### src/rtl/sacint_pkg.sv
// constants shared by the serial attenuator control block
`default_nettype none
package sacint_pkg;
	localparam int FRAME_BITS            = 16;
	localparam int BYTE_BITS             = 8;
	localparam int CHANNELS              = 3;
	localparam logic [7:0] ADDR_CH1      = 8'h00;
	localparam logic [7:0] ADDR_CH2      = 8'h01;
	localparam logic [7:0] ADDR_CH3      = 8'h02;
	localparam logic [7:0] CODE_MUTE_MIN = 8'h4F;
	localparam logic [7:0] CODE_FINE_MAX = 8'h1F;
	localparam logic [7:0] CODE_MID_MAX  = 8'h3F;
	localparam logic [7:0] CODE_MUTE     = 8'hFF;
	localparam logic [7:0] RESET_CODE    = 8'hFF;
	localparam logic [9:0] RESET_HALFDB  = 10'h3FF;
endpackage
`default_nettype wire

### src/rtl/sacint_sync.sv
// two-flop synchroniser for pin inputs
`timescale 1ns/1ps
`default_nettype none
module sacint_sync #(
	parameter logic RESET_VAL = 1'b0
) (
	input  wire logic ref_clk,
	input  wire logic reset_n,
	input  wire logic pin_in,
	output var  logic pin_sync
);
	logic meta_q;

	always_ff @(posedge ref_clk or negedge reset_n) begin
		if (!reset_n) begin
			meta_q   <= RESET_VAL;
			pin_sync <= RESET_VAL;
		end else begin
			meta_q   <= pin_in;
			pin_sync <= meta_q;
		end
	end
endmodule
`default_nettype wire

### src/rtl/sacint_top.sv
// three-channel attenuator serial control: shift register, latch and decode
// How it works
// - both bytes travel most significant bit first
// - old register contents leave on the chain output, one bit per clock
// - load/shift rising latches frame and selects the addressed channel's tap
// - unrecognised address bytes change nothing
// - only the addressed channel updates; others keep their setting
// - address 0, 1, 2 select channels one, two, three
// - codes 0-31 half dB, 32-63 one dB, 64-78 two dB steps
// - codes 79 to 255 mute the addressed channel
// - every channel is muted after reset until it is addressed
// - data sampled on rising serial clock only while load/shift is low
`timescale 1ns/1ps
`default_nettype none
module sacint_top (
	input  wire logic        ref_clk,
	input  wire logic        reset_n,
	input  wire logic        sclk,
	input  wire logic        load_shift,
	input  wire logic        data_in,
	output var  logic        data_out,
	output var  logic [7:0]  ch1_code,
	output var  logic [7:0]  ch2_code,
	output var  logic [7:0]  ch3_code,
	output var  logic [2:0]  ch_mute,
	output var  logic [9:0]  ch1_halfdb,
	output var  logic [9:0]  ch2_halfdb,
	output var  logic [9:0]  ch3_halfdb,
	output var  logic        frame_taken
);
	logic        sclk_s;
	logic        ls_s;
	logic        din_s;
	logic        sclk_prev_q;
	logic        ls_prev_q;
	logic [15:0] shift_q;
	logic        sclk_rise;
	logic        ls_rise;
	logic [7:0]  addr_w;
	logic [7:0]  code_w;

	sacint_sync #(.RESET_VAL(1'b0)) u_sync_clk (
		.ref_clk (ref_clk),
		.reset_n (reset_n),
		.pin_in  (sclk),
		.pin_sync(sclk_s)
	);
	// enable idles high so a reset during idle sees no false edge
	sacint_sync #(.RESET_VAL(1'b1)) u_sync_ls (
		.ref_clk (ref_clk),
		.reset_n (reset_n),
		.pin_in  (load_shift),
		.pin_sync(ls_s)
	);
	sacint_sync #(.RESET_VAL(1'b0)) u_sync_din (
		.ref_clk (ref_clk),
		.reset_n (reset_n),
		.pin_in  (data_in),
		.pin_sync(din_s)
	);

	// attenuation in half-dB units, all-ones marks mute
	function automatic logic [9:0] code_to_halfdb(input logic [7:0] code);
		logic [9:0] c;
		c = {2'b00, code};
		if (code >= sacint_pkg::CODE_MUTE_MIN)
			code_to_halfdb = sacint_pkg::RESET_HALFDB;
		else if (code <= sacint_pkg::CODE_FINE_MAX)
			code_to_halfdb = c;
		else if (code <= sacint_pkg::CODE_MID_MAX)
			code_to_halfdb = 10'(c + c - 10'h020);
		else
			code_to_halfdb = 10'(c * 10'h004 - 10'h0A0);
	endfunction

	always_ff @(posedge ref_clk or negedge reset_n) begin
		if (!reset_n) begin
			sclk_prev_q <= 1'b0;
			ls_prev_q   <= 1'b1;
		end else begin
			sclk_prev_q <= sclk_s;
			ls_prev_q   <= ls_s;
		end
	end

	assign sclk_rise = sclk_s & ~sclk_prev_q;
	assign ls_rise   = ls_s & ~ls_prev_q;
	assign addr_w    = shift_q[15:8];
	assign code_w    = shift_q[7:0];

	// msb first, enters at bit 0 and walks up
	// window keeps the last 16 bits
	always_ff @(posedge ref_clk or negedge reset_n) begin
		if (!reset_n) begin
			shift_q <= 16'h0000;
		end else if (sclk_rise && !ls_s) begin
			shift_q <= {shift_q[14:0], din_s};
		end
	end

	// chain output carries the oldest bit
	always_ff @(posedge ref_clk or negedge reset_n) begin
		if (!reset_n) begin
			data_out <= 1'b0;
		end else if (sclk_rise && !ls_s) begin
			data_out <= shift_q[15];
		end
	end

	always_ff @(posedge ref_clk or negedge reset_n) begin
		if (!reset_n) begin
			ch1_code <= sacint_pkg::RESET_CODE;
			ch2_code <= sacint_pkg::RESET_CODE;
			ch3_code <= sacint_pkg::RESET_CODE;
			ch_mute  <= 3'h7;
		end else if (ls_rise) begin
			case (addr_w)
				sacint_pkg::ADDR_CH1: begin
					ch1_code   <= code_w;
					ch_mute[0] <= code_w >= sacint_pkg::CODE_MUTE_MIN;
				end
				sacint_pkg::ADDR_CH2: begin
					ch2_code   <= code_w;
					ch_mute[1] <= code_w >= sacint_pkg::CODE_MUTE_MIN;
				end
				sacint_pkg::ADDR_CH3: begin
					ch3_code   <= code_w;
					ch_mute[2] <= code_w >= sacint_pkg::CODE_MUTE_MIN;
				end
				default: begin
				end
			endcase
		end
	end

	always_ff @(posedge ref_clk or negedge reset_n) begin
		if (!reset_n) begin
			ch1_halfdb <= sacint_pkg::RESET_HALFDB;
			ch2_halfdb <= sacint_pkg::RESET_HALFDB;
			ch3_halfdb <= sacint_pkg::RESET_HALFDB;
		end else if (ls_rise) begin
			if (addr_w == sacint_pkg::ADDR_CH1)
				ch1_halfdb <= code_to_halfdb(code_w);
			if (addr_w == sacint_pkg::ADDR_CH2)
				ch2_halfdb <= code_to_halfdb(code_w);
			if (addr_w == sacint_pkg::ADDR_CH3)
				ch3_halfdb <= code_to_halfdb(code_w);
		end
	end

	always_ff @(posedge ref_clk or negedge reset_n) begin
		if (!reset_n) begin
			frame_taken <= 1'b0;
		end else begin
			frame_taken <= ls_rise;
		end
	end

	property p_latch_ch1;
		@(posedge ref_clk) disable iff (!reset_n)
		(ls_rise && addr_w == sacint_pkg::ADDR_CH1) |=> (ch1_code == $past(code_w));
	endproperty
	a_latch_ch1: assert property (p_latch_ch1) else $error("ch1 not latched");

	property p_bad_addr;
		@(posedge ref_clk) disable iff (!reset_n)
		(ls_rise && addr_w > sacint_pkg::ADDR_CH3) |=> $stable(ch1_code) && $stable(ch2_code)
			&& $stable(ch3_code);
	endproperty
	a_bad_addr: assert property (p_bad_addr) else $error("bad address changed a channel");

	property p_hold_others;
		@(posedge ref_clk) disable iff (!reset_n)
		(ls_rise && addr_w == sacint_pkg::ADDR_CH2) |=> $stable(ch1_code) && $stable(ch3_code);
	endproperty
	a_hold_others: assert property (p_hold_others) else $error("unaddressed channel moved");

	property p_ch3_decode;
		@(posedge ref_clk) disable iff (!reset_n)
		(ls_rise && addr_w == sacint_pkg::ADDR_CH3) |=> (ch3_code == $past(code_w));
	endproperty
	a_ch3_decode: assert property (p_ch3_decode) else $error("ch3 decode wrong");

	property p_mute_flag;
		@(posedge ref_clk) disable iff (!reset_n)
		ch_mute[0] == (ch1_code >= sacint_pkg::CODE_MUTE_MIN);
	endproperty
	a_mute_flag: assert property (p_mute_flag) else $error("mute flag mismatch");

	property p_halfdb_mid;
		@(posedge ref_clk) disable iff (!reset_n)
		(ch2_code == 8'h20) |-> (ch2_halfdb == 10'h020);
	endproperty
	a_halfdb_mid: assert property (p_halfdb_mid) else $error("16 dB step wrong");

	property p_halfdb_top;
		@(posedge ref_clk) disable iff (!reset_n)
		(ch3_code == 8'h4E) |-> (ch3_halfdb == 10'h098);
	endproperty
	a_halfdb_top: assert property (p_halfdb_top) else $error("76 dB step wrong");

	property p_no_shift_high;
		@(posedge ref_clk) disable iff (!reset_n)
		ls_s |=> $stable(shift_q);
	endproperty
	a_no_shift_high: assert property (p_no_shift_high) else $error("shift while idle");

	property p_chain_out;
		@(posedge ref_clk) disable iff (!reset_n)
		(sclk_rise && !ls_s) |=> (data_out == $past(shift_q[15]));
	endproperty
	a_chain_out: assert property (p_chain_out) else $error("chain output wrong");
endmodule
`default_nettype wire

### config.mk
export PLATFORM = sky130hd
export DESIGN_NAME = sacint_top
export DESIGN_NICKNAME = d
export VERILOG_FILES = /design/src/rtl/sacint_pkg.sv /design/src/rtl/sacint_sync.sv /design/src/rtl/sacint_top.sv
export SDC_FILE = /design/constraint.sdc
export NUM_CORES = 1
export LEC_CHECK = 0
export ABC_AREA = 1
export BUFFER_PORTS_ARGS = -buffer_cell sky130_fd_sc_hd__buf_2
export CAP_MARGIN = 20
export CORE_ASPECT_RATIO = 1.25
export CORE_MARGIN = 2
export CORE_UTILIZATION = 60
export DETAILED_ROUTE_END_ITERATION = 10
export PLACE_DENSITY = 0.95
export SYNTH_ARGS = -nofsm -noshare
export SYNTH_HDL_FRONTEND = slang
export SYNTH_HIERARCHICAL = 1
export SYNTH_SLANG_ARGS = --single-unit
### constraint.sdc
create_clock -name ref_clk -period 2.18 [get_ports ref_clk]
set_input_delay 0.109 -clock ref_clk [delete_from_list [all_inputs] [get_ports ref_clk]]
set_output_delay 0.109 -clock ref_clk [all_outputs]
set_load 0.01 [all_outputs]
==> results of run 1 <==
[sequential cells by signal, indices dropped and copies added, names as in the netlist, 3 cells and up]
signal      count
ch1_code        8
ch3_halfdb     10
shift_q        16
ch3_code        8
ch2_code        8
ch2_halfdb     10
ch_mute         3
ch1_halfdb     10
[logic make-up after synthesis]
family / count (synthesis) / synth area share (%)
buffers and inverters: 35 / 4.47
DFF: 83 / 57.4
adders and majority gates: 6 / 2.00
and+or+nand+nor: 171 / 23.0
AOI/OAI and AO/OA: 78 / 12.8
muxes: 1 / 0.300
[final timing paths]
check / slack, ps / to / cells past startpoint
setup / recovery: 430 / ch2_halfdb[5]$_DFFE_PN1P_ / 10
hold / removal: 290 / shift_q[6]$_DFFE_PN0P_ / 2
setup reg to reg: 430 / ch2_halfdb[5]$_DFFE_PN1P_ / 10
hold reg to reg: 350 / u_sync_clk/pin_sync$_DFF_PN0_ / 0
max in group asynchronous: 1230 / ch1_code[5]$_DFFE_PN1P_ / 3
min in group ref_clk: 350 / u_sync_clk/pin_sync$_DFF_PN0_ / 0
[layer usage]
layer,global-route usage (%),vias up,part of all wire (%)
met5,0,-,0
met1,30.9,1434,40
met2,40.7,86,53
li1,-,1350,-
met3,6.86,21,4.4
met4,11.3,0,2.4
[cells in the mapped netlist, drive strengths merged]
master  instances
nand2         115
nor2           38
nand3          13
inv            27
ha              6
nand4           1
dfstp          60
buf             5
dfrtp          23
nand3b          1
a21oi          36
o21ai          42
mux2            1
nor3            3
clkbuf          3
[through the flow]
| stage | worst slack (ps) | total power, mW | area (µm²) | util (%) |
|---|---|---|---|---|
| floorplan | 728 | 2.94 | 3750 | - |
| detailed placement | 483 | 3.37 | 4150 | 67.8 |
| global placement | 532 | 3.30 | 4150 | 67.8 |
| CTS | 461 | 4.46 | 4390 | 71.6 |
| finish | 425 | 4.46 | 4390 | 71.6 |
| global route | 275 | 4.72 | 4390 | 71.6 |
[area by class of cell]
cell class / instances / area, µm² / area share [%]
clock buffer: 11 / 141 / 3.22
clock inverter: 5 / 52.6 / 1.20
inverter: 27 / 104 / 2.37
multi-input combinational: 256 / 1430 / 32.6
sequential: 83 / 2150 / 49.0
tap: 85 / 106 / 2.42
timing repair buffer: 71 / 400 / 9.12
[power by group]
group          switching, mW  total [mW]  internal (mW)
Combinational          0.893        1.32          0.429
Clock                  0.535        1.09          0.555
Sequential             0.164        2.05           1.88
Total                   1.59        4.46           2.87
==> flow_metrics.py, run 1 <==
metrics = {
    "global_routing": {
        "grt_max_degree": 43,
        "grt_use_total_pct": 25.1,
        "grt_antenna_before_repair": 0,
        "grt_pass1_vias": 2721,
        "grt_pass1_wl_mm": 12.9,
        "overflow": 0,
    },
    "worst_setup_path": {
        "crit_fanout": 8,
        "crit_slowest_cell": "dfrtp_1",
        "end_kind": "flip-flop",
        "startpoint_type": "flip-flop",
        "worstPathCellList": "inv_1, ha_1, inv_1, nor2_1, nand2_1, nand2_4, inv_2, nand2_1, nand3_1, nand2_1",
        "cpPeakStageDelay_ps": 460,
        "r2r-start": "shift_q[5]$_DFFE_PN0P_",
        "path_class": "flip-flop to flip-flop",
        "crit_path_frequent_cell": "nand2_1",
        "cp_top_family": "simple AND/OR/NAND/NOR gates",
        "critPathLaunch": "shift_q[5]$_DFFE_PN0P_",
        "crit_buf_inv": 3,
        "crit_required_ps": 2500,
        "critPathArrivalTime_ps": 2070,
    },
    "detailed_routing": {
        "vias": 2891,
        "dr.pass1.iters": 5,
        "postRouteAntennaNets": 0,
        "via_per_inst": 5.37,
        "avgRoutedWirePerCell_um": 14.8,
        "routed_wl_mm": 7.98,
        "first_iter_violations": 212,
        "drcViolationCount": 0,
    },
    "synth": {
        "syn_avg_cell_area_um2": 10.0,
        "yosysWarnings": 6,
        "synth_top_area_share_pct": 42.0,
        "ys_seq_area_share_pct": 57.4,
        "synth_top_area_cell": "dfstp_2",
        "syn_area_mm2": 0.00375,
        "synth_fp_nets": 385,
        "synth_area_leaders": "dfstp_2, dfrtp_1, nand2_1",
        "yosys_register_bits": 83,
        "synth_cell_type_count": 26,
        "syn_inst": 374,
    },
    "cells_and_area": {
        "drive_gt1_share_pct": 45.5,
        "diodes": 0,
        "area_delta_synth_final_pct": 17.0,
        "instances_no_fill": 538,
        "final_common_cell": "nand2_1",
        "nNetsFinal": 459,
        "nFillCells": 406,
        "final_cell_mix": "nand2_1, buf_2, dfstp_2, a21oi_1, nor2_1",
    },
    "run_status": {
        "status": "completed",
    },
    "clock_tree": {
        "ctsHtreeMaxLevel": 3,
        "tritoncts": "yes",
        "cts_buffers": 9,
        "cts_buffer_depth": 2,
        "clockRootBuffer": "clkbuf_8",
        "cts_resized": 0,
        "cts_sinks": 83,
        "clk_pin_slew_ps": 90,
        "ctsHoldBuffers": 4,
        "clkLatencyLatePin_ps": 370,
        "post_cts.repair.setup_buffers": 0,
    },
    "timing": {
        "fin_crit_sh_pct": 80.5,
        "timing.fmax_mhz": 570,
        "rsz0062_at_grt": "no",
        "skew_ps": 12.8,
        "period_needed_ps": 1750,
        "timing.hold.ws_ps": 295,
        "totalNegativeSetupSlack_ps": 0,
        "relSlewSlack_pct": 64.5,
        "hold_viol": 0,
        "finalSetupViolCount": 0,
        "worst_pin_slew_ps": 533,
        "finalMaxSlewViolations": 0,
    },
    "floorplanning": {
        "ios": 64,
        "dieArea_mm2": 0.00690,
        "initial_core_util_pct": 61.2,
        "fp.coreArea_mm2": 0.00613,
        "die_h_um": 92.4,
        "rows": 32,
        "die_w_um": 74.7,
    },
    "placement": {
        "hpwlAfterDp_mm": 5.74,
        "placed_cells": 518,
        "port_buffers": 63,
        "gp_congestion": 0.886,
    },
    "job": {
        "drv_cap": 0,
    },
    "hold_path": {
        "hp-class": "primary input to asynchronous set/reset pin",
    },
    "pwr": {
        "p_leak_nw": 2.16,
        "ir_drop_mv": 0.519,
        "power_per_cell_area_mw_per_mm2": 1020,
    },
}
(Power assumes the default switching activity.)
==> run 2: changes to the inputs <==
--- a/config.mk
+++ b/config.mk
@@ -10,9 +10,9 @@
 export CAP_MARGIN = 20
 export CORE_ASPECT_RATIO = 1.25
 export CORE_MARGIN = 2
-export CORE_UTILIZATION = 60
+export CORE_UTILIZATION = 56
 export DETAILED_ROUTE_END_ITERATION = 10
-export PLACE_DENSITY = 0.95
+export PLACE_DENSITY = 0.92
 export SYNTH_ARGS = -nofsm -noshare
 export SYNTH_HDL_FRONTEND = slang
 export SYNTH_HIERARCHICAL = 1
==> constraint.sdc (replaced) <==
create_clock -name ref_clk -period 1.7 [get_ports ref_clk]
set_input_delay 0.085 -clock ref_clk [delete_from_list [all_inputs] [get_ports ref_clk]]
set_output_delay 0.085 -clock ref_clk [all_outputs]
set_load 0.01 [all_outputs]
==> run 2 against run 1 <==
Non-clock buffer count increased by 13. Cell count increased by 2.8%. Hold slack got worse by 30 ps. Critical path type unchanged.
==> flow_metrics.py, run 2 (synthesis results as in run 1) <==
metrics = {
    "run_status": {
        "status": "completed",
    },
    "worst_setup_path": {
        "cp_top_family": "simple AND/OR/NAND/NOR gates",
        "crit_slowest_cell": "dfstp_2",
        "critPathArrivalTime_ps": 1890,
        "worstPathCellList": "inv_2, nor2_4, inv_2, nor2_4, nand2_4, nor2_4, a21oi_1",
        "crit_fanout": 17,
        "rrSetupSlack_ps": 80,
        "crit_required_ps": 1960,
        "path_class": "flip-flop to flip-flop",
        "end_kind": "flip-flop",
        "crit_path_frequent_cell": "nor2_4",
        "crit_buf_inv": 2,
        "cpPeakStageDelay_ps": 550,
        "reg2reg_depth": 7,
        "critPathLaunch": "u_sync_ls/pin_sync$_DFF_PN1_",
        "r2r-end": "ch3_halfdb[1]$_DFFE_PN1P_",
        "startpoint_type": "flip-flop",
        "r2r-start": "u_sync_ls/pin_sync$_DFF_PN1_",
    },
    "detailed_routing": {
        "first_iter_violations": 275,
        "postRouteAntennaNets": 0,
        "dr.pass1.iters": 5,
        "vias": 2916,
        "via_per_inst": 5.27,
        "avgRoutedWirePerCell_um": 14.7,
        "drcViolationCount": 0,
        "routed_wl_mm": 8.13,
    },
    "cells_and_area": {
        "nNetsFinal": 472,
        "design_area_mm2": 0.00449,
        "final_cell_mix": "nand2_1, buf_2, dfstp_2, a21oi_1, nor2_1",
        "multi_input_area_mm2": 0.00143,
        "nFillCells": 484,
        "largest_register_ffs": 16,
        "final_util_pct": 68.9,
        "diodes": 0,
        "area_delta_synth_final_pct": 19.8,
        "final_common_cell": "nand2_1",
        "regMostFlops": "shift_q",
        "drive_gt1_share_pct": 47.4,
        "regArea_mm2": 0.00215,
    },
    "pwr": {
        "ir_drop_mv": 0.749,
        "finalPower_mw": 5.79,
        "power_per_cell_area_mw_per_mm2": 1290,
        "p_leak_nw": 2.23,
    },
    "floorplanning": {
        "rows": 33,
        "die_h_um": 95.5,
        "ios": 64,
        "initial_core_util_pct": 57.5,
        "die_w_um": 77.2,
        "fp.coreArea_mm2": 0.00652,
        "dieArea_mm2": 0.00737,
    },
    "timing": {
        "timing.fmax_mhz": 615,
        "hold_viol": 0,
        "finalMaxSlewViolations": 0,
        "totalNegativeSetupSlack_ps": 0,
        "skew_ps": 11.0,
        "period_needed_ps": 1620,
        "relSlewSlack_pct": 63.2,
        "fin_crit_sh_pct": 95.6,
        "finalSetupViolCount": 0,
        "worst_pin_slew_ps": 552,
    },
    "clock_tree": {
        "ctsHtreeMaxLevel": 3,
        "cts_buffer_depth": 2,
        "clkLatencyLatePin_ps": 350,
        "tritoncts": "yes",
        "clockRootBuffer": "clkbuf_8",
        "clk_pin_slew_ps": 80,
        "cts_sinks": 83,
        "cts_buffers": 9,
    },
    "global_routing": {
        "grt_pass1_wl_mm": 12.9,
        "grt_antenna_before_repair": 0,
        "overflow": 0,
        "grt_max_degree": 43,
        "grt_pass1_vias": 2739,
        "grt_use_total_pct": 22.7,
    },
    "placement": {
        "placed_area_mm2": 0.00420,
        "hpwlAfterDp_mm": 5.70,
        "gp_congestion": 0.930,
        "port_buffers": 63,
    },
    "hold_path": {
        "hp-class": "primary input to asynchronous set/reset pin",
    },
    "job": {
        "drv_cap": 0,
    },
}
-- run 2: worst max-delay path by stage --
stage | to | cells after the start | slack, ps
after floorplan | ch1_halfdb[5]$_DFFE_PN1P_ | 10 | 250
after global placement | ch1_halfdb[1]$_DFFE_PN1P_ | 6 | 130
after detailed placement | ch1_halfdb[1]$_DFFE_PN1P_ | 6 | 50
after CTS | ch1_halfdb[1]$_DFFE_PN1P_ | 6 | 10
after global routing | ch1_halfdb[1]$_DFFE_PN1P_ | 6 | -6
final | ch3_halfdb[1]$_DFFE_PN1P_ | 7 | 80
-- run 2: layer usage --
layer,part of all wire (%),vias to the layer above,global-route usage [%]
li1,-,1380,-
met1,39,1413,27.2
met2,53,102,38.7
met3,5.2,21,3.79
met4,3.0,0,13.5
met5,0,-,0
-- run 2: metrics by stage --
step / hold WS, ps / cells / setup WS (ps)
global route: 313 / 553 / -5.69
global placement: 95.9 / 526 / 127
detailed placement: 98.5 / 526 / 53.4
floorplan: -211 / 374 / 248
finish: 265 / 553 / 75.2
CTS: 258 / 546 / 13.4
-- run 2: worst reg2reg max path: stages, from the launching register on --
cell	delay, ps
dfstp_2	550
inv_2	50
nor2_4	90
inv_2	120
nor2_4	220
nand2_4	190
nor2_4	210
a21oi_1	110
-- run 2: power by group --
group	internal (mW)	switching, mW
Sequential	2.42	0.221
Clock	0.698	0.671
Combinational	0.611	1.17
Total	3.72	2.06
-- run 2: timing repair --
action / CTS / global route
resized for setup: 0 / 2
setup buffers: 0 / 7
endpoints found under the hold margin: 6 / 0
hold buffers: 4 / 0
setup endpoints to repair: 0 / 28
-- run 2: cell type report --
class / instances / area share, %
clock buffer: 13 / 4.01
clock inverter: 3 / 0.418
inverter: 27 / 2.31
multi-input combinational: 256 / 31.9
sequential: 83 / 47.9
tap: 87 / 2.42
timing repair buffer: 84 / 11.1
